$ cat src/verilog/xrc_pkg.sv
// package: constants and types of the reference and receive clock control
package xrc_pkg;
    // ---------------------------------------------------------------
    // bus map
    // ---------------------------------------------------------------
    localparam logic [3:0] OFS_CTRL = 4'h0;
    localparam logic [3:0] OFS_STATUS = 4'h4;
    localparam logic [3:0] OFS_PERIOD = 4'h8;
    localparam int CTRL_PRIM_OFF = 0;
    localparam int CTRL_AUX_OFF = 1;
    localparam int CTRL_SOFT_RST = 2;
    localparam logic [2:0] CTRL_RESET = 3'h0;
    localparam int STAT_LOCKED = 0;
    localparam int STAT_DATA = 1;
    localparam int STAT_IN_RST = 2;
    localparam int STAT_STATE = 3;
    localparam int STAT_REFSRC = 6;
    // ---------------------------------------------------------------
    // widths, ratios and timing
    // ---------------------------------------------------------------
    localparam int RX_WORD_W = 16;
    localparam int CNT_W = 16;
    localparam logic [5:0] RATIO_W16 = 6'h10;
    localparam logic [5:0] RATIO_W4 = 6'h04;
    localparam logic [5:0] RATIO_REF16 = 6'h10;
    localparam logic [5:0] RATIO_REF32 = 6'h20;
    localparam logic [4:0] WIN_REFS = 5'h10;
    localparam logic [CNT_W-1:0] LOCK_TOL = 16'h0008;
    localparam logic [7:0] DATA_TIMEOUT_CYC = 8'h40;
    localparam int CLK_MHZ = 250;
    localparam int RESET_MIN_NS = 1000;
    localparam int RESET_MIN_CYC = (RESET_MIN_NS * CLK_MHZ + 999) / 1000;
    // ---------------------------------------------------------------
    // receive loop modes
    // ---------------------------------------------------------------
    typedef enum logic [2:0] {
        ST_ACQ = 3'b001,
        ST_TRACK = 3'b010,
        ST_REFLOCK = 3'b100
    } xrc_state_t;
endpackage

$ cat src/verilog/xrc_gate_if.sv
// interface: raw clock, enable and gated clock between top and gate
`timescale 1ns/100ps
`default_nettype none
interface xrc_gate_if;
    logic raw;
    logic en;
    logic gated;
    modport ctl (output raw, output en, input gated);
    modport gate (input raw, input en, output gated);
endinterface // xrc_gate_if
`default_nettype wire

$ cat src/verilog/xrc_clk_gate.sv
// module: glitch-free gate for one receive clock output
`timescale 1ns/100ps
`default_nettype none
module xrc_clk_gate (
    input wire logic clk_sys,
    input wire logic rstn,
    xrc_gate_if.gate g
);
    import xrc_pkg::*;
    logic en_r;
    logic gated_r;
    // enable changes only while the raw clock is low
    always_ff @(posedge clk_sys or negedge rstn) begin
        if (!rstn) begin
            en_r <= 1'b0;
        end else if (!g.raw) begin
            en_r <= g.en;
        end
    end
    always_ff @(posedge clk_sys or negedge rstn) begin
        if (!rstn) begin
            gated_r <= 1'b0;
        end else begin
            gated_r <= g.raw & en_r;
        end
    end
    assign g.gated = gated_r;
endmodule // xrc_clk_gate
`default_nettype wire

$ cat src/verilog/xrc_rst_filter.sv
// module: minimum-width filter for the active-low device reset pin
`timescale 1ns/100ps
`default_nettype none
module xrc_rst_filter #(
    parameter int MIN_CYC = xrc_pkg::RESET_MIN_CYC
) (
    input wire logic clk_sys,
    input wire logic rstn,
    input wire logic pin_n,
    output logic dev_rst
);
    import xrc_pkg::*;
    localparam logic [9:0] MIN_C = 10'(MIN_CYC);
    logic [9:0] low_cnt_r;
    logic dev_rst_r;
    // count low cycles, saturating at the minimum width
    always_ff @(posedge clk_sys or negedge rstn) begin
        if (!rstn) begin
            low_cnt_r <= 10'h000;
        end else if (pin_n) begin
            low_cnt_r <= 10'h000;
        end else if (low_cnt_r != MIN_C) begin
            low_cnt_r <= low_cnt_r + 10'h001;
        end
    end
    always_ff @(posedge clk_sys or negedge rstn) begin
        if (!rstn) begin
            dev_rst_r <= 1'b0;
        end else begin
            dev_rst_r <= !pin_n && (low_cnt_r >= MIN_C - 10'h001);
        end
    end
    assign dev_rst = dev_rst_r;
endmodule // xrc_rst_filter
`default_nettype wire

$ cat src/verilog/xrc_top.sv
// module: reference select, receive clock derivation and reset control
//
// Operation
// - select 0 takes the parallel transmit input clock as reference, select 1 the dedicated input.
// - the chosen reference paces the transmit multiplier that makes the serial transmit clock.
// - the receive loop centers on the chosen reference while acquiring and judges lock against it.
// - the reset pin held low for at least 1 us resets the device, and high means normal running.
// - the primary receive clock is the recovered clock divided to the parallel word rate.
// - with no line data and lock-to-reference low, the primary receive clock stays stable.
// - the auxiliary clock equals the word rate when its select is high, and a quarter of it when low.
// - a low primary disable input turns the primary receive clock off.
// - a low auxiliary disable input turns the auxiliary receive clock off.
// - both receive clocks and the 16-bit receive word come from the recovered serial signal.
// - lock-to-reference low locks the loop to the reference, high lets it track the line.
// - width select high gives 16-bit words and low 4-bit words, setting the word rate.
// - the dedicated reference counts as 1/16th of the line rate with rate select high, 1/32nd low.
`timescale 1ns/100ps
`default_nettype none
module xrc_top (
    input wire logic clk_sys,
    input wire logic rstn,
    input wire logic [3:0] avs_address,
    input wire logic avs_read,
    input wire logic avs_write,
    input wire logic [31:0] avs_writedata,
    input wire logic [3:0] avs_byteenable,
    output logic [31:0] avs_readdata,
    output logic avs_waitrequest,
    input wire logic ref_source_select,
    input wire logic parallel_tx_input_clock,
    input wire logic dedicated_reference_input,
    input wire logic ref_rate_select,
    input wire logic word_width_select,
    input wire logic lock_to_reference_n,
    input wire logic serial_line_input,
    input wire logic line_bit_tick,
    input wire logic aux_clock_divide_select,
    input wire logic primary_clock_off_n,
    input wire logic aux_clock_off_n,
    input wire logic device_reset_n,
    output logic serial_tx_output_clock,
    output logic primary_rx_clock_out,
    output logic auxiliary_rx_clock_out,
    output logic [xrc_pkg::RX_WORD_W-1:0] parallel_rx_word_bus
);
    import xrc_pkg::*;
    // ---------------------------------------------------------------
    // pin capture
    // ---------------------------------------------------------------
    logic ref_source_select_r, rate_r, width_r, ltr_n_r, auxdiv_r, prim_on_r, aux_on_r, rst_pin_r;
    logic txin_r, dref_r;
    always_ff @(posedge clk_sys or negedge rstn) begin
        if (!rstn) begin
            ref_source_select_r <= 1'b1;
            rate_r <= 1'b1;
            width_r <= 1'b1;
            ltr_n_r <= 1'b1;
            auxdiv_r <= 1'b1;
            prim_on_r <= 1'b1;
            aux_on_r <= 1'b1;
            rst_pin_r <= 1'b1;
        end else begin
            ref_source_select_r <= ref_source_select;
            rate_r <= ref_rate_select;
            width_r <= word_width_select;
            ltr_n_r <= lock_to_reference_n;
            auxdiv_r <= aux_clock_divide_select;
            prim_on_r <= primary_clock_off_n;
            aux_on_r <= aux_clock_off_n;
            rst_pin_r <= device_reset_n;
        end
    end
    always_ff @(posedge clk_sys or negedge rstn) begin
        if (!rstn) begin
            txin_r <= 1'b0;
            dref_r <= 1'b0;
        end else begin
            txin_r <= parallel_tx_input_clock;
            dref_r <= dedicated_reference_input;
        end
    end
    // ---------------------------------------------------------------
    // device reset
    // ---------------------------------------------------------------
    logic pin_rst;
    logic [2:0] ctrl_r;
    logic srst;
    xrc_rst_filter #(.MIN_CYC(RESET_MIN_CYC)) u_rst (
        .clk_sys(clk_sys),
        .rstn(rstn),
        .pin_n(rst_pin_r),
        .dev_rst(pin_rst)
    );
    assign srst = pin_rst | ctrl_r[CTRL_SOFT_RST];
    // ---------------------------------------------------------------
    // reference selection and ratio
    // ---------------------------------------------------------------
    logic ref_lvl, ref_lvl_d_r, ref_edge;
    logic [5:0] ratio;
    logic [4:0] width;
    assign width = width_r ? 5'h10 : 5'h04;
    assign ref_lvl = ref_source_select_r ? dref_r : txin_r;
    always_comb begin
        if (!ref_source_select_r) begin
            ratio = width_r ? RATIO_W16 : RATIO_W4;
        end else begin
            ratio = rate_r ? RATIO_REF16 : RATIO_REF32;
        end
    end
    always_ff @(posedge clk_sys or negedge rstn) begin
        if (!rstn) begin
            ref_lvl_d_r <= 1'b0;
        end else begin
            ref_lvl_d_r <= ref_lvl;
        end
    end
    assign ref_edge = ref_lvl & ~ref_lvl_d_r;
    // ---------------------------------------------------------------
    // transmit multiplier: period measure and bit-rate accumulator
    // ---------------------------------------------------------------
    logic [CNT_W-1:0] per_cnt_r, period_r;
    logic [CNT_W:0] acc_r, acc_sum;
    logic ref_tick;
    always_ff @(posedge clk_sys or negedge rstn) begin
        if (!rstn) begin
            per_cnt_r <= '0;
            period_r <= '0;
        end else if (srst) begin
            per_cnt_r <= '0;
            period_r <= '0;
        end else if (ref_edge) begin
            per_cnt_r <= 16'h0001;
            period_r <= per_cnt_r;
        end else if (per_cnt_r != 16'hFFFF) begin
            per_cnt_r <= per_cnt_r + 16'h0001;
        end
    end
    // ratio ticks per reference period
    assign acc_sum = acc_r + {11'h000, ratio};
    assign ref_tick = (period_r != '0) && (acc_sum >= {1'b0, period_r});
    always_ff @(posedge clk_sys or negedge rstn) begin
        if (!rstn) begin
            acc_r <= '0;
        end else if (srst || period_r == '0) begin
            acc_r <= '0;
        end else if (ref_tick) begin
            acc_r <= acc_sum - {1'b0, period_r};
        end else begin
            acc_r <= acc_sum;
        end
    end
    logic tx_clk_r;
    always_ff @(posedge clk_sys or negedge rstn) begin
        if (!rstn) begin
            tx_clk_r <= 1'b0;
        end else if (srst) begin
            tx_clk_r <= 1'b0;
        end else if (ref_tick) begin
            tx_clk_r <= ~tx_clk_r;
        end
    end
    assign serial_tx_output_clock = tx_clk_r;
    // ---------------------------------------------------------------
    // lock judgement and data detect
    // ---------------------------------------------------------------
    logic [4:0] win_r;
    logic [CNT_W-1:0] bits_r, expect_v, diff;
    logic locked_r, data_r;
    logic [7:0] idle_r;
    assign expect_v = {6'h00, ratio, 4'h0};
    assign diff = (bits_r > expect_v) ? bits_r - expect_v : expect_v - bits_r;
    always_ff @(posedge clk_sys or negedge rstn) begin
        if (!rstn) begin
            win_r <= 5'h00;
            bits_r <= '0;
            locked_r <= 1'b0;
        end else if (srst) begin
            win_r <= 5'h00;
            bits_r <= '0;
            locked_r <= 1'b0;
        end else if (ref_edge && win_r == WIN_REFS - 5'h01) begin
            win_r <= 5'h00;
            bits_r <= '0;
            locked_r <= diff <= LOCK_TOL;
        end else begin
            if (ref_edge) begin
                win_r <= win_r + 5'h01;
            end
            if (line_bit_tick && bits_r != 16'hFFFF) begin
                bits_r <= bits_r + 16'h0001;
            end
        end
    end
    always_ff @(posedge clk_sys or negedge rstn) begin
        if (!rstn) begin
            idle_r <= 8'h00;
            data_r <= 1'b0;
        end else if (line_bit_tick) begin
            idle_r <= 8'h00;
            data_r <= 1'b1;
        end else if (idle_r == DATA_TIMEOUT_CYC) begin
            data_r <= 1'b0;
        end else begin
            idle_r <= idle_r + 8'h01;
        end
    end
    // ---------------------------------------------------------------
    // receive loop mode
    // ---------------------------------------------------------------
    xrc_state_t state_r;
    always_ff @(posedge clk_sys or negedge rstn) begin
        if (!rstn) begin
            state_r <= ST_ACQ;
        end else if (srst) begin
            state_r <= ST_ACQ;
        end else if (!ltr_n_r) begin
            state_r <= ST_REFLOCK;
        end else begin
            unique case (state_r)
                ST_ACQ: begin
                    if (locked_r && data_r) begin
                        state_r <= ST_TRACK;
                    end
                end
                ST_TRACK, ST_REFLOCK: begin
                    if (!locked_r || !data_r) begin
                        state_r <= ST_ACQ;
                    end else begin
                        state_r <= ST_TRACK;
                    end
                end
            endcase
        end
    end
    logic rec_tick;
    // line ticks only while tracking, reference ticks otherwise
    assign rec_tick = (state_r == ST_TRACK) ? line_bit_tick : ref_tick;
    // ---------------------------------------------------------------
    // word divider and deserializer
    // ---------------------------------------------------------------
    logic [4:0] bit_cnt_r;
    logic word_tick;
    logic [RX_WORD_W-1:0] shift_r, word_r;
    assign word_tick = rec_tick && (bit_cnt_r >= width - 5'h01);
    always_ff @(posedge clk_sys or negedge rstn) begin
        if (!rstn) begin
            bit_cnt_r <= 5'h00;
        end else if (srst) begin
            bit_cnt_r <= 5'h00;
        end else if (word_tick) begin
            bit_cnt_r <= 5'h00;
        end else if (rec_tick) begin
            bit_cnt_r <= bit_cnt_r + 5'h01;
        end
    end
    always_ff @(posedge clk_sys or negedge rstn) begin
        if (!rstn) begin
            shift_r <= '0;
            word_r <= '0;
        end else if (srst) begin
            shift_r <= '0;
            word_r <= '0;
        end else if (rec_tick) begin
            shift_r <= {shift_r[RX_WORD_W-2:0], serial_line_input};
            if (word_tick) begin
                word_r <= width_r ? {shift_r[RX_WORD_W-2:0], serial_line_input}
                                  : {12'h000, shift_r[2:0], serial_line_input};
            end
        end
    end
    assign parallel_rx_word_bus = word_r;
    // ---------------------------------------------------------------
    // raw receive clocks
    // ---------------------------------------------------------------
    logic prim_raw_r, aux_raw_r;
    logic [1:0] quarter_r;
    always_ff @(posedge clk_sys or negedge rstn) begin
        if (!rstn) begin
            quarter_r <= 2'h0;
        end else if (srst) begin
            quarter_r <= 2'h0;
        end else if (word_tick) begin
            quarter_r <= quarter_r + 2'h1;
        end
    end
    always_ff @(posedge clk_sys or negedge rstn) begin
        if (!rstn) begin
            prim_raw_r <= 1'b0;
            aux_raw_r <= 1'b0;
        end else if (srst) begin
            prim_raw_r <= 1'b0;
            aux_raw_r <= 1'b0;
        end else begin
            prim_raw_r <= bit_cnt_r < {1'b0, width[4:1]};
            aux_raw_r <= auxdiv_r ? (bit_cnt_r < {1'b0, width[4:1]}) : !quarter_r[1];
        end
    end
    // ---------------------------------------------------------------
    // output gates
    // ---------------------------------------------------------------
    xrc_gate_if prim_if ();
    xrc_gate_if aux_if ();
    assign prim_if.raw = prim_raw_r;
    assign prim_if.en = prim_on_r & ~ctrl_r[CTRL_PRIM_OFF];
    assign aux_if.raw = aux_raw_r;
    assign aux_if.en = aux_on_r & ~ctrl_r[CTRL_AUX_OFF];
    xrc_clk_gate u_prim_gate (
        .clk_sys(clk_sys),
        .rstn(rstn),
        .g(prim_if.gate)
    );
    xrc_clk_gate u_aux_gate (
        .clk_sys(clk_sys),
        .rstn(rstn),
        .g(aux_if.gate)
    );
    assign primary_rx_clock_out = prim_if.gated;
    assign auxiliary_rx_clock_out = aux_if.gated;
    // ---------------------------------------------------------------
    // avalon slave
    // ---------------------------------------------------------------
    logic ack_r;
    logic [31:0] rdata_r, status_v;
    logic req;
    assign req = avs_read | avs_write;
    assign avs_waitrequest = req & ~ack_r;
    assign status_v = {25'h0000000, ref_source_select_r, state_r, pin_rst, data_r, locked_r};
    always_ff @(posedge clk_sys or negedge rstn) begin
        if (!rstn) begin
            ack_r <= 1'b0;
        end else begin
            ack_r <= req & ~ack_r;
        end
    end
    always_ff @(posedge clk_sys or negedge rstn) begin
        if (!rstn) begin
            ctrl_r <= CTRL_RESET;
        end else if (avs_write && ack_r && avs_address == OFS_CTRL && avs_byteenable[0]) begin
            ctrl_r <= avs_writedata[2:0];
        end
    end
    always_ff @(posedge clk_sys or negedge rstn) begin
        if (!rstn) begin
            rdata_r <= 32'h00000000;
        end else if (avs_read && !ack_r) begin
            unique case (avs_address)
                OFS_CTRL: rdata_r <= {29'h00000000, ctrl_r};
                OFS_STATUS: rdata_r <= status_v;
                OFS_PERIOD: rdata_r <= {16'h0000, period_r};
                default: rdata_r <= 32'h00000000;
            endcase
        end
    end
    assign avs_readdata = rdata_r;
endmodule // xrc_top
`default_nettype wire

$ cat config.mk
export PLATFORM = sky130hd
export DESIGN_NAME = xrc_top
export DESIGN_NICKNAME = d
export VERILOG_FILES = /design/src/verilog/xrc_pkg.sv /design/src/verilog/xrc_gate_if.sv /design/src/verilog/xrc_clk_gate.sv /design/src/verilog/xrc_rst_filter.sv /design/src/verilog/xrc_top.sv
export SDC_FILE = /design/constraint.sdc
export NUM_CORES = 1
export LEC_CHECK = 0
export BUFFER_PORTS_ARGS = -buffer_cell sky130_fd_sc_hd__buf_2
export CORE_ASPECT_RATIO = 1.75
export CORE_MARGIN = 3
export CORE_UTILIZATION = 60
export CTS_CLUSTER_SIZE = 28
export DETAILED_ROUTE_END_ITERATION = 12
export PLACE_DENSITY = 0.84
export SLEW_MARGIN = 15
export SYNTH_ARGS = -nofsm -noshare
export SYNTH_HDL_FRONTEND = slang
export SYNTH_HIERARCHICAL = 1
export SYNTH_SLANG_ARGS = --single-unit
$ cat constraint.sdc
create_clock -name clk_sys -period 7.6 [get_ports clk_sys]
set_input_delay 0.38 -clock clk_sys [delete_from_list [all_inputs] [get_ports clk_sys]]
set_output_delay 0.38 -clock clk_sys [all_outputs]
set_load 0.1 [all_outputs]
==> flow_summary.yaml, run 1 <==
floorplan:
  die_h_um: 170
  core_um2: 15000
  start_util: 0.615
  ios: 108
  die-area_um2: 16900
  die_w_um: 99.7
  fp-row-count: 59
run_status:
  status: "finished clean"
routing:
  drtIter0Drc: 558
  firstDrtPassIters: 7
  met1_length_um: 7920
  avgRoutedWirePerCell_um: 16.4
  topRoutingLayerUsed: "met4"
  drc: 0
  antenna_left: 0
  finalWirelength_um: 20300
  wl_met3_um: 902
  vias_per_cell: 5.92
  route.met2.wl_um: 10700
  vias: 7298
timing:
  relSlewSlack: 0.367
  setup_slack_ns: 2.37
  hold_ws_ns: 0.0199
  finalSetupTns_ns: 0
  fmax_mhz: 191
  rsz0062_at_grt: "false"
  finalMaxSlewViolations: 0
  fin_crit_ns: 5.23
  final-setup-viol-count: 0
  period_share: 0.688
  worstMarginPinSlew_ns: 0.946
  hold_viol_final: 0
  clock_skew_ns: 0.0118
placement:
  numPortBuffers: 59
  gp_congestion: 0.999
  hpwl_um: 14100
  dp_slack_ns: 2.49
  placed_cells: 1201
yosys:
  synth_cells: 994
  synth_async_sr_flop_share: 1.00
  ys_ff_latch: 170
  yosys_warnings: 6
  yosysUniqueCellTypes: 74
  netlist_area_um2: 9210
  ys_seq_area_frac: 0.463
  synth.avg_cell_area_um2: 9.27
  synth-edff-count: 0
  ys.flop_type: "dfrtp_1"
grt:
  grt_start_max_net_pins: 102
  grt-ovfl-total: 0
  grt_pass1_vias: 7349
  grt.total_usage: 0.254
  grt_first_pass_wirelength_um: 34600
  antenna_found_initial: 0
job:
  drv_cap: 0
clock_tree:
  htreeDepth: 4
  clkLatencyLatePin_ns: 0.44
  post_cts_resized: 0
  path_clk_slew_ns: 0.07
  clockRootBuffer: "clkbuf_16"
  ctsHoldBuffers: 0
  post_cts_buffers: 0
  cts_tree: "yes"
  cts_buffer_depth: 2
  clock_sinks: 170
  numCtsBuffers: 17
final_layout:
  areaGrowthSynthToFinish_pct: 10.0
  layout_commonest_cell: "dfrtp_1"
  layout_common_cells: "dfrtp_1 (161), nand2_1 (120), nor2_1 (97)"
  n_antenna_cell: 0
  fill_cells: 1189
  instances_no_fill: 1233
  regArea_um2: 4270
  multi_input_comb_area_um2: 4550
  nNetsFinal: 1134
  drive_above_1_share: 0.133
critical_path:
  cp.arrival_ns: 5.58
  required_ns: 7.95
  cp_cell_sequence: "nand2b_1 > o21ai_0 > inv_1 > ha_1 > a31oi_1 > nor2b_1 > nor2_1 > nor2_1 > and3_1 > xor2_1 > ha_1 > nand2_1 > o211ai_1 > a221o_1 > a22oi_2 > nand3_2 > a22oi_4 > o21ai_0 > a21oi_1"
  cpMaxStageDelayCell: "a22oi_4"
  crit_path_start_kind: "flip-flop"
  endpoint_kind: "flip-flop"
  reg2reg_slack_ns: 2.37
  r2r_start: "ref_source_select_r"
  cpPeakStageDelay_ns: 0.78
  crit_family: "compound AO/OA/AOI/OAI gates"
  critical_path_class: "reg -> reg"
  path_buf_inv: 1
  cp_max_fo: 40
  worst_setup_path_startpoint: "ref_source_select_r"
power_and_ir_drop:
  p_per_area_nw_per_um2: 355
  p_leak_nw: 4.63
  vdd_drop_max_mv: 0.222
  power.total_mw: 3.60
hold_path:
  min_path_type: "in -> async"
==> metrics by stage <==
stage,utilization,instance area [um^2]
after floorplan,-,9270
after global placement,0.637,9550
after detailed placement,0.637,9550
after CTS,0.676,10100
after global routing,0.677,10100
final,0.677,10100
==> cell type report <==
cell class,instances,share of cell area
Timing Repair Buffer,64,0.0334
Inverter,46,0.0170
Clock buffer,17,0.0420
Sequential cell,170,0.421
Tap cell,183,0.0226
Multi-Input combinational cell,738,0.449
Clock inverter,15,0.0155
==> flip-flops by register name, summed over array words and instances, names as in the netlist, 5 cells and up <==
register              cells
avs_readdata             16
win_r                     5
bit_cnt_r                 5
per_cnt_r                16
u_rst/low_cnt_r          10
idle_r                    8
bits_r                   16
parallel_rx_word_bus     16
acc_r                    17
period_r                 16
shift_r                  15
==> per-layer routing <==
layer	global-route usage	vias up
met5	0	-
met4	0.108	0
met3	0.0537	64
met2	0.446	200
met1	0.297	3520
li1	-	3514
==> Yosys cell counts, types with 3 or more instances <==
cell type  count  share of area
clkbuf_1      28          0.011
nand2_1      120          0.049
mux2_4         3         0.0049
nand2b_1       6         0.0041
o211ai_1       5         0.0041
and2_1         5         0.0034
and3_1        14         0.0095
nor2b_1       10         0.0068
or3_1          7         0.0048
and4_1         4         0.0038
nor3b_1        3         0.0024
nor3_1        11         0.0060
a21oi_1       53          0.029
nand4_1       16          0.011
a211oi_1      12         0.0098
mux2_2         8         0.0098
buf_6          3         0.0037
a31oi_1        8         0.0054
buf_4         17          0.014
dfstp_2        9          0.026
inv_1         45          0.018
mux2i_1       11          0.012
ha_1          40          0.054
o31ai_1        8         0.0065
o21ai_0       74          0.040
dfrtp_1      161           0.44
nand3_1       71          0.039
or4_1          3         0.0024
buf_2          5         0.0027
o22ai_1        4         0.0027
a32oi_1        4         0.0038
nor4_1         6         0.0041
nand3_2        3         0.0033
a21o_1         5         0.0041
xor2_1        34          0.032
xnor2_1       31          0.029
nor2_1        98          0.040
a22oi_1        3         0.0024
==> path summary, 6_finish.rpt <==
path                                       to  depth (start not counted)
max reg2reg                      bit_cnt_r[2]                         19
min                        u_aux_gate/g.gated                          1
max                              bit_cnt_r[2]                         19
max in group asynchronous         shift_r[13]                          2
min in group clk_sys                rst_pin_r                          1
min reg2reg                             ack_r                          1
==> kinds of logic after synthesis <==
kind of cell	Yosys count	share of synthesized area
buffers and inverters	101	0.0512
flip-flops	170	0.463
other	1	0.000407
AO/OA/AOI/OAI	196	0.130
adder cells (fa/ha/maj)	41	0.0565
multiplexers	22	0.0266
XOR/XNOR	65	0.0618
AND/OR/NAND/NOR	398	0.211
==> report_power, final <==
group	switching (mW)	leakage (nW)	internal [mW]
logic	1.00	2.09	0.532
clock network	0.407	0.280	0.437
registers	0.148	2.26	1.07
Power figures use the tool's default switching activity.
==> run 2, diff against run 1 <==
--- a/config.mk
+++ b/config.mk
@@ -5,13 +5,14 @@
 export SDC_FILE = /design/constraint.sdc
 export NUM_CORES = 1
 export LEC_CHECK = 0
+export ABC_AREA = 1
 export BUFFER_PORTS_ARGS = -buffer_cell sky130_fd_sc_hd__buf_2
 export CORE_ASPECT_RATIO = 1.75
 export CORE_MARGIN = 3
 export CORE_UTILIZATION = 60
 export CTS_CLUSTER_SIZE = 28
 export DETAILED_ROUTE_END_ITERATION = 12
-export PLACE_DENSITY = 0.84
+export PLACE_DENSITY = 0.83
 export SLEW_MARGIN = 15
 export SYNTH_ARGS = -nofsm -noshare
 export SYNTH_HDL_FRONTEND = slang
==> constraint.sdc (replaced) <==
create_clock -name clk_sys -period 4.9 [get_ports clk_sys]
set_input_delay 0.245 -clock clk_sys [delete_from_list [all_inputs] [get_ports clk_sys]]
set_output_delay 0.245 -clock clk_sys [all_outputs]
set_load 0.1 [all_outputs]
==> run 2 against run 1 <==
Net effect: area after synthesis rose by 8.5%; final cell count is 28% higher; critical path depth is 3 higher; first-iteration DRC count fell by 12%; power rose by 63%; core utilization up 1.1 points; sequential share of layout area down 3.5 points; maximum frequency increased by 17%; flip-flop and latch count unchanged; largest cell class unchanged.
==> flow_summary.yaml, run 2 <==
run_status:
  status: "finished clean"
yosys:
  synth_area_leaders: "dfrtp_1 (40%), nand2_1 (12%), inv_1 (6.9%), ha_1 (5.0%), nand3_1 (4.5%)"
  netlist_area_um2: 9990
  synth_cells: 1288
  synth.avg_cell_area_um2: 7.76
  yosysUniqueCellTypes: 56
  ys_ff_latch: 170
  synth_async_sr_flop_share: 1.00
  ys_top_cells_by_count: "nand2_1 (311), inv_1 (184), dfrtp_1 (161)"
  synth-edff-count: 0
  synth_area_leader_cell: "dfrtp_1"
  synth_most_common_cell: "nand2_1"
  ys.flop_type: "dfrtp_1"
  synthDominantCellAreaShare: 0.403
  yosys_warnings: 6
  ys_seq_area_frac: 0.427
placement:
  hpwl_um: 17200
  numPortBuffers: 59
  gp_congestion: 0.930
timing:
  fin_crit_ns: 4.47
  clock_skew_ns: 0.0141
  final-setup-viol-count: 0
  finalSetupTns_ns: 0
  fmax_mhz: 224
  finalMaxSlewViolations: 0
  period_share: 0.912
  relSlewSlack: 0.455
  worstMarginPinSlew_ns: 0.818
  hold_viol_final: 0
  rsz0062_at_grt: "false"
critical_path:
  cp.arrival_ns: 4.78
  cp_max_fo: 22
  cpMaxStageDelayCell: "dfstp_2"
  cp_cell_sequence: "inv_1 > nor2_1 > nor2_1 > ha_1 > nand3_1 > o21ai_0 > nand2_1 > nor2_1 > nand3_1 > nor2_1 > xor2_1 > ha_1 > nand2_1 > nor2_1 > nand4_1 > nand2_1 > a21oi_2 > nand2_4 > nand2_4 > clkinvlp_4 > o21ai_0 > a21oi_1"
  cpMostUsedCell: "nor2_1"
  crit_path_start_kind: "flip-flop"
  critical_path_class: "reg -> reg"
  reg2reg_slack_ns: 0.43
  endpoint_kind: "flip-flop"
  cpPeakStageDelay_ns: 0.55
  required_ns: 5.21
grt:
  grt.total_usage: 0.262
  grt-ovfl-total: 0
  grt_first_pass_wirelength_um: 39300
  grt_start_max_net_pins: 68
  antenna_found_initial: 0
  grt_pass1_vias: 8727
clock_tree:
  clockRootBuffer: "clkbuf_16"
  path_clk_slew_ns: 0.07
  htreeDepth: 4
  cts_tree: "yes"
  clock_sinks: 170
  cts_buffer_depth: 2
  numCtsBuffers: 17
  clkLatencyLatePin_ns: 0.44
routing:
  drtIter0Drc: 490
  drc: 0
  vias: 8700
  antenna_left: 0
  firstDrtPassIters: 4
  vias_per_cell: 5.50
  avgRoutedWirePerCell_um: 14.9
  finalWirelength_um: 23500
floorplan:
  start_util: 0.621
  die-area_um2: 18300
  die_w_um: 104
  fp-row-count: 61
  die_h_um: 177
  ios: 108
  core_um2: 16100
final_layout:
  top_register: "acc_r"
  layout_common_cells: "nand2_1 (311), inv_1 (183), dfrtp_1 (161)"
  drive_above_1_share: 0.109
  largest_reg_flops: 17
  fill_cells: 1277
  nNetsFinal: 1446
  areaGrowthSynthToFinish_pct: 10.8
  n_antenna_cell: 0
  layout_commonest_cell: "nand2_1"
power_and_ir_drop:
  p_leak_nw: 5.80
  power.total_mw: 5.88
  p_per_area_nw_per_um2: 531
  vdd_drop_max_mv: 0.376
job:
  drv_cap: 0
hold_path:
  min_path_type: "in -> reg"
==> run 2: cell types whose count changed in the layout (fill, tap and decap cells not counted), moves of 11 or more <==
cell,previous run,this run
xnor2_1,31,14
mux2i_1,11,0
o22ai_1,4,19
nand2_1,120,311
and3_1,14,1
dlygate4sd3_1,0,11
inv_1,45,183
nor2_1,97,108
nand3_1,71,90
nor3_1,10,30
==> run 2: path summary, 6_finish.rpt <==
| path | endpoint | startpoint | cells past startpoint |
|---|---|---|---|
| worst max-delay path | acc_r[11] | ref_source_select_r | 22 |
| worst min-delay path | ctrl_r[0] | avs_writedata[0] | 2 |
| worst max register to register | acc_r[11] | ref_source_select_r | 22 |
| worst min register to register | idle_r[7] | idle_r[7] | 1 |
| max in group asynchronous | u_aux_gate/en_r | rstn | 3 |
| min in group asynchronous | per_cnt_r[13] | rstn | 2 |
==> run 2: cell families (layout without fill, tap and decap cells) <==
group,after synthesis,count (layout),share of synthesized area
flip-flops,170,170,0.427
adder cells (fa/ha/maj),41,41,0.0521
multiplexers,3,3,0.00338
AO/OA/AOI/OAI,188,188,0.106
AND/OR/NAND/NOR,611,611,0.275
XOR/XNOR,41,41,0.0359
buffers and inverters,233,292,0.0995
other,1,16,0.000375
==> run 2: layout make-up <==
type	instances	area, um^2	share of cell area
clock inverters	15	164	0.0148
multi-input cells	900	4790	0.433
inverters	186	702	0.0634
repair buffers	74	442	0.0399
clock buffers	17	425	0.0384
well taps	220	275	0.0249
flip-flops and latches	170	4270	0.385
==> run 2: where the power goes <==
part           switching [mW]  internal (mW)
Clock                   0.655          0.686
Combinational            1.87          0.804
Sequential              0.190           1.67
==> run 2: critical path, delay by kind of cell, from the launching register on <==
| kind | cells | cell delay (ns) |
|---|---|---|
| and+or+nand+nor | 13 | 1.79 |
| DFF | 1 | 0.55 |
| AOI/OAI and AO/OA | 4 | 0.63 |
| adders and majority gates | 2 | 0.71 |
| buffers and inverters | 2 | 0.42 |
| xor gates and xnor gates | 1 | 0.22 |
==> run 2: metrics by stage <==
stage | cell area, um^2 | worst slack [ns] | hold WS [ns] | instances | utilization
3_5_place_dp | 10400 | 0.425 | 0.201 | 1539 | 0.644
2_1_floorplan | 10000 | 1.32 | -0.0506 | 1303 | -
6_report | 11100 | 0.431 | 0.0528 | 1582 | 0.687
4_1_cts | 11100 | 0.315 | 0.0427 | 1582 | 0.687
5_1_grt | 11100 | 0.00784 | 0.0504 | 1582 | 0.687
3_3_place_gp | 10400 | 0.535 | 0.197 | 1539 | 0.644
==> run 2: per-layer routing <==
metal | vias up | global-route usage | routed length [um]
li1 | 4260 | - | -
met1 | 4122 | 0.282 | 8840
met2 | 237 | 0.493 | 12800
met3 | 81 | 0.0420 | 823
met4 | 0 | 0.135 | 1040
met5 | - | 0 | 0
==> run 2: timing repair <==
action,in CTS,in global routing
setup endpoints to repair,0,4
hold buffers,11,0
endpoints found under the hold margin,52,0
buffers inserted,0,0
gates resized for setup,0,1
==> run 3, diff against run 2 <==
--- a/config.mk
+++ b/config.mk
@@ -9,10 +9,10 @@
 export BUFFER_PORTS_ARGS = -buffer_cell sky130_fd_sc_hd__buf_2
 export CORE_ASPECT_RATIO = 1.75
 export CORE_MARGIN = 3
-export CORE_UTILIZATION = 60
+export CORE_UTILIZATION = 54
 export CTS_CLUSTER_SIZE = 28
 export DETAILED_ROUTE_END_ITERATION = 12
-export PLACE_DENSITY = 0.83
+export PLACE_DENSITY = 0.79
 export SLEW_MARGIN = 15
 export SYNTH_ARGS = -nofsm -noshare
 export SYNTH_HDL_FRONTEND = slang
==> constraint.sdc (replaced) <==
create_clock -name clk_sys -period 3.8 [get_ports clk_sys]
set_input_delay 0.19 -clock clk_sys [delete_from_list [all_inputs] [get_ports clk_sys]]
set_output_delay 0.19 -clock clk_sys [all_outputs]
set_load 0.1 [all_outputs]
==> run 3 against run 2 <==
Net effect: wire length up 6.9%; final cell count up 3.9%; register-to-register slack worse by 0.38 ns; flip-flop and latch count unchanged; power up 42%; sequential power up 30%; highest routed layer unchanged; largest cell class unchanged; sequential share of layout area down 2.4 points; critical endpoint is now shift_r[13].
==> flow_summary.yaml, run 3 (synthesized netlist as in run 2, its figures left out) <==
critical_path:
  endpoint_kind: "flip-flop"
  r2r_start: "ref_source_select_r"
  rr_endpoint: "shift_r[13]"
  cp.arrival_ns: 4.09
  cp_max_fo: 8
  worst_setup_path_startpoint: "ref_source_select_r"
  required_ns: 4.14
  reg2reg_slack_ns: 0.06
  critical_path_class: "reg -> reg"
  crit_path_start_kind: "flip-flop"
  reg2regPathDepth: 23
timing:
  rsz0062_at_grt: "true"
  fmax_mhz: 267
  worstMarginPinSlew_ns: 0.840
  finalMaxSlewViolations: 0
  hold_viol_final: 0
  fin_crit_ns: 3.74
  final-setup-viol-count: 0
  hold_ws_ns: 0.0555
  finalSetupTns_ns: 0
  relSlewSlack: 0.440
  period_share: 0.985
  clock_skew_ns: 0.00958
grt:
  busiest_layer: "met2"
  grt-ovfl-total: 0
  grtUsageMet1: 0.267
  grt.total_usage: 0.246
  grtUsageMet2: 0.456
  grt_first_pass_wirelength_um: 39700
  grt_pass1_vias: 8662
  grt_start_max_net_pins: 91
  met3_usage: 0.0382
  antenna_found_initial: 0
final_layout:
  drive_above_1_share: 0.159
  layout_common_cells: "nand2_1 (307), inv_1 (182), dfrtp_1 (161)"
  largest_reg_flops: 17
  n_antenna_cell: 0
  top_register: "acc_r"
  areaGrowthSynthToFinish_pct: 18.0
  fill_cells: 1453
  layout_commonest_cell: "nand2_1"
  instances_no_fill: 1644
  fin_util: 0.650
  regArea_um2: 4270
  multi_input_comb_area_um2: 5070
  nNetsFinal: 1494
power_and_ir_drop:
  vdd_drop_max_mv: 0.498
  switching_share: 0.450
  combPwrFrac: 0.508
  pwr-share-seq: 0.289
  p_switching_mw: 3.77
  p_leak_nw: 6.10
  p_int_mw: 4.60
  clkPwrFrac: 0.203
  p_per_area_nw_per_um2: 710
floorplan:
  die-area_um2: 20200
  die_h_um: 186
  die_w_um: 109
  core_um2: 18100
  ios: 108
  fp-row-count: 65
  start_util: 0.551
routing:
  finalWirelength_um: 25200
  vias_per_cell: 5.48
  drc: 0
  firstDrtPassIters: 8
  antenna_left: 0
  vias: 9011
  avgRoutedWirePerCell_um: 15.3
  drtIter0Drc: 567
clock_tree:
  clkLatencyLatePin_ns: 0.44
  path_clk_slew_ns: 0.07
  clock_sinks: 170
  clockRootBuffer: "clkbuf_16"
  cts_buffer_depth: 2
  cts_tree: "yes"
  numCtsBuffers: 17
  htreeDepth: 4
hold_path:
  hold_path_end: "idle_r[5]"
  min_path_type: "in -> reg"
  hold-path-cell-count: 2
  hold_path_startpoint: "line_bit_tick"
placement:
  gp_congestion: 0.924
  placed_cells: 1586
  numPortBuffers: 59
  hpwl_um: 17700
run_status:
  status: "finished clean"
job:
  drv_cap: 0
==> run 3: area by class of cell <==
type / instances / share of cell area
sequential: 170 / 0.362
clock inverter: 15 / 0.0133
clock buffer: 17 / 0.0361
inverter: 186 / 0.0592
multi-input combinational: 902 / 0.430
timing repair buffer: 120 / 0.0748
tap: 234 / 0.0248
==> run 3: per-stage QoR <==
stage               setup WS [ns]  total power [mW]  instance area, um^2
finish                     0.0551              8.37                11800
global route               -0.119              8.91                11800
CTS                       0.00685              7.91                11500
detailed placement         -0.150              6.10                10700
global placement          -0.0590              6.00                10700
floorplan                   0.221              5.21                10000
==> run 3: worst max-delay path by stage <==
stage               slack (ns)  cells after the start                  endpoint
global route             -0.12                     23               shift_r[13]
detailed placement       -0.15                     24              bit_cnt_r[1]
finish                    0.06                     23               shift_r[13]
global placement         -0.06                     25              bit_cnt_r[0]
CTS                      0.007                     26   parallel_rx_word_bus[3]
floorplan                 0.22                     25  parallel_rx_word_bus[10]
==> run 3: routing by layer <==
layer / up-vias / wire [um]
met2: 276 / 13700
met4: 0 / 1120
met1: 4293 / 9340
li1: 4364 / -
met3: 78 / 990
met5: - / 0
==> run 3: what timing repair did <==
action / CTS / global route
buffers inserted: 3 / 5
hold buffers: 14 / 0
pin swaps: 7 / 31
setup endpoints to repair: 56 / 56
gates cloned: 2 / 3
endpoints found under the hold margin: 95 / 0
gates resized for setup: 9 / 44
==> run 3: critical path: stages, from the launching register on <==
cell	delay [ns]
dfstp_2	0.56
inv_2	0.05
nor2_4	0.13
nor2_2	0.07
ha_4	0.29
nand3_2	0.07
o21ai_2	0.16
nand2_2	0.09
nor2_4	0.17
nand3_4	0.12
nor2_4	0.10
xor2_1	0.14
buf_4	0.15
ha_1	0.25
nand2_1	0.10
nor2_2	0.05
nand4_1	0.09
nand2_2	0.08
a21oi_4	0.18
nand2_8	0.11
nand3_4	0.16
nand2_8	0.14
clkbuf_16	0.19
o21ai_0	0.19
==> run 3: power by group through the flow <==
stage               Sequential, mW  Combinational, mW  Clock, mW
finish                        2.42               4.25       1.70
global route                  2.46               4.66       1.79
CTS                           2.39               3.82       1.70
detailed placement            2.42               3.68          0
global placement              2.41               3.59          0
floorplan                     2.73               2.48          0
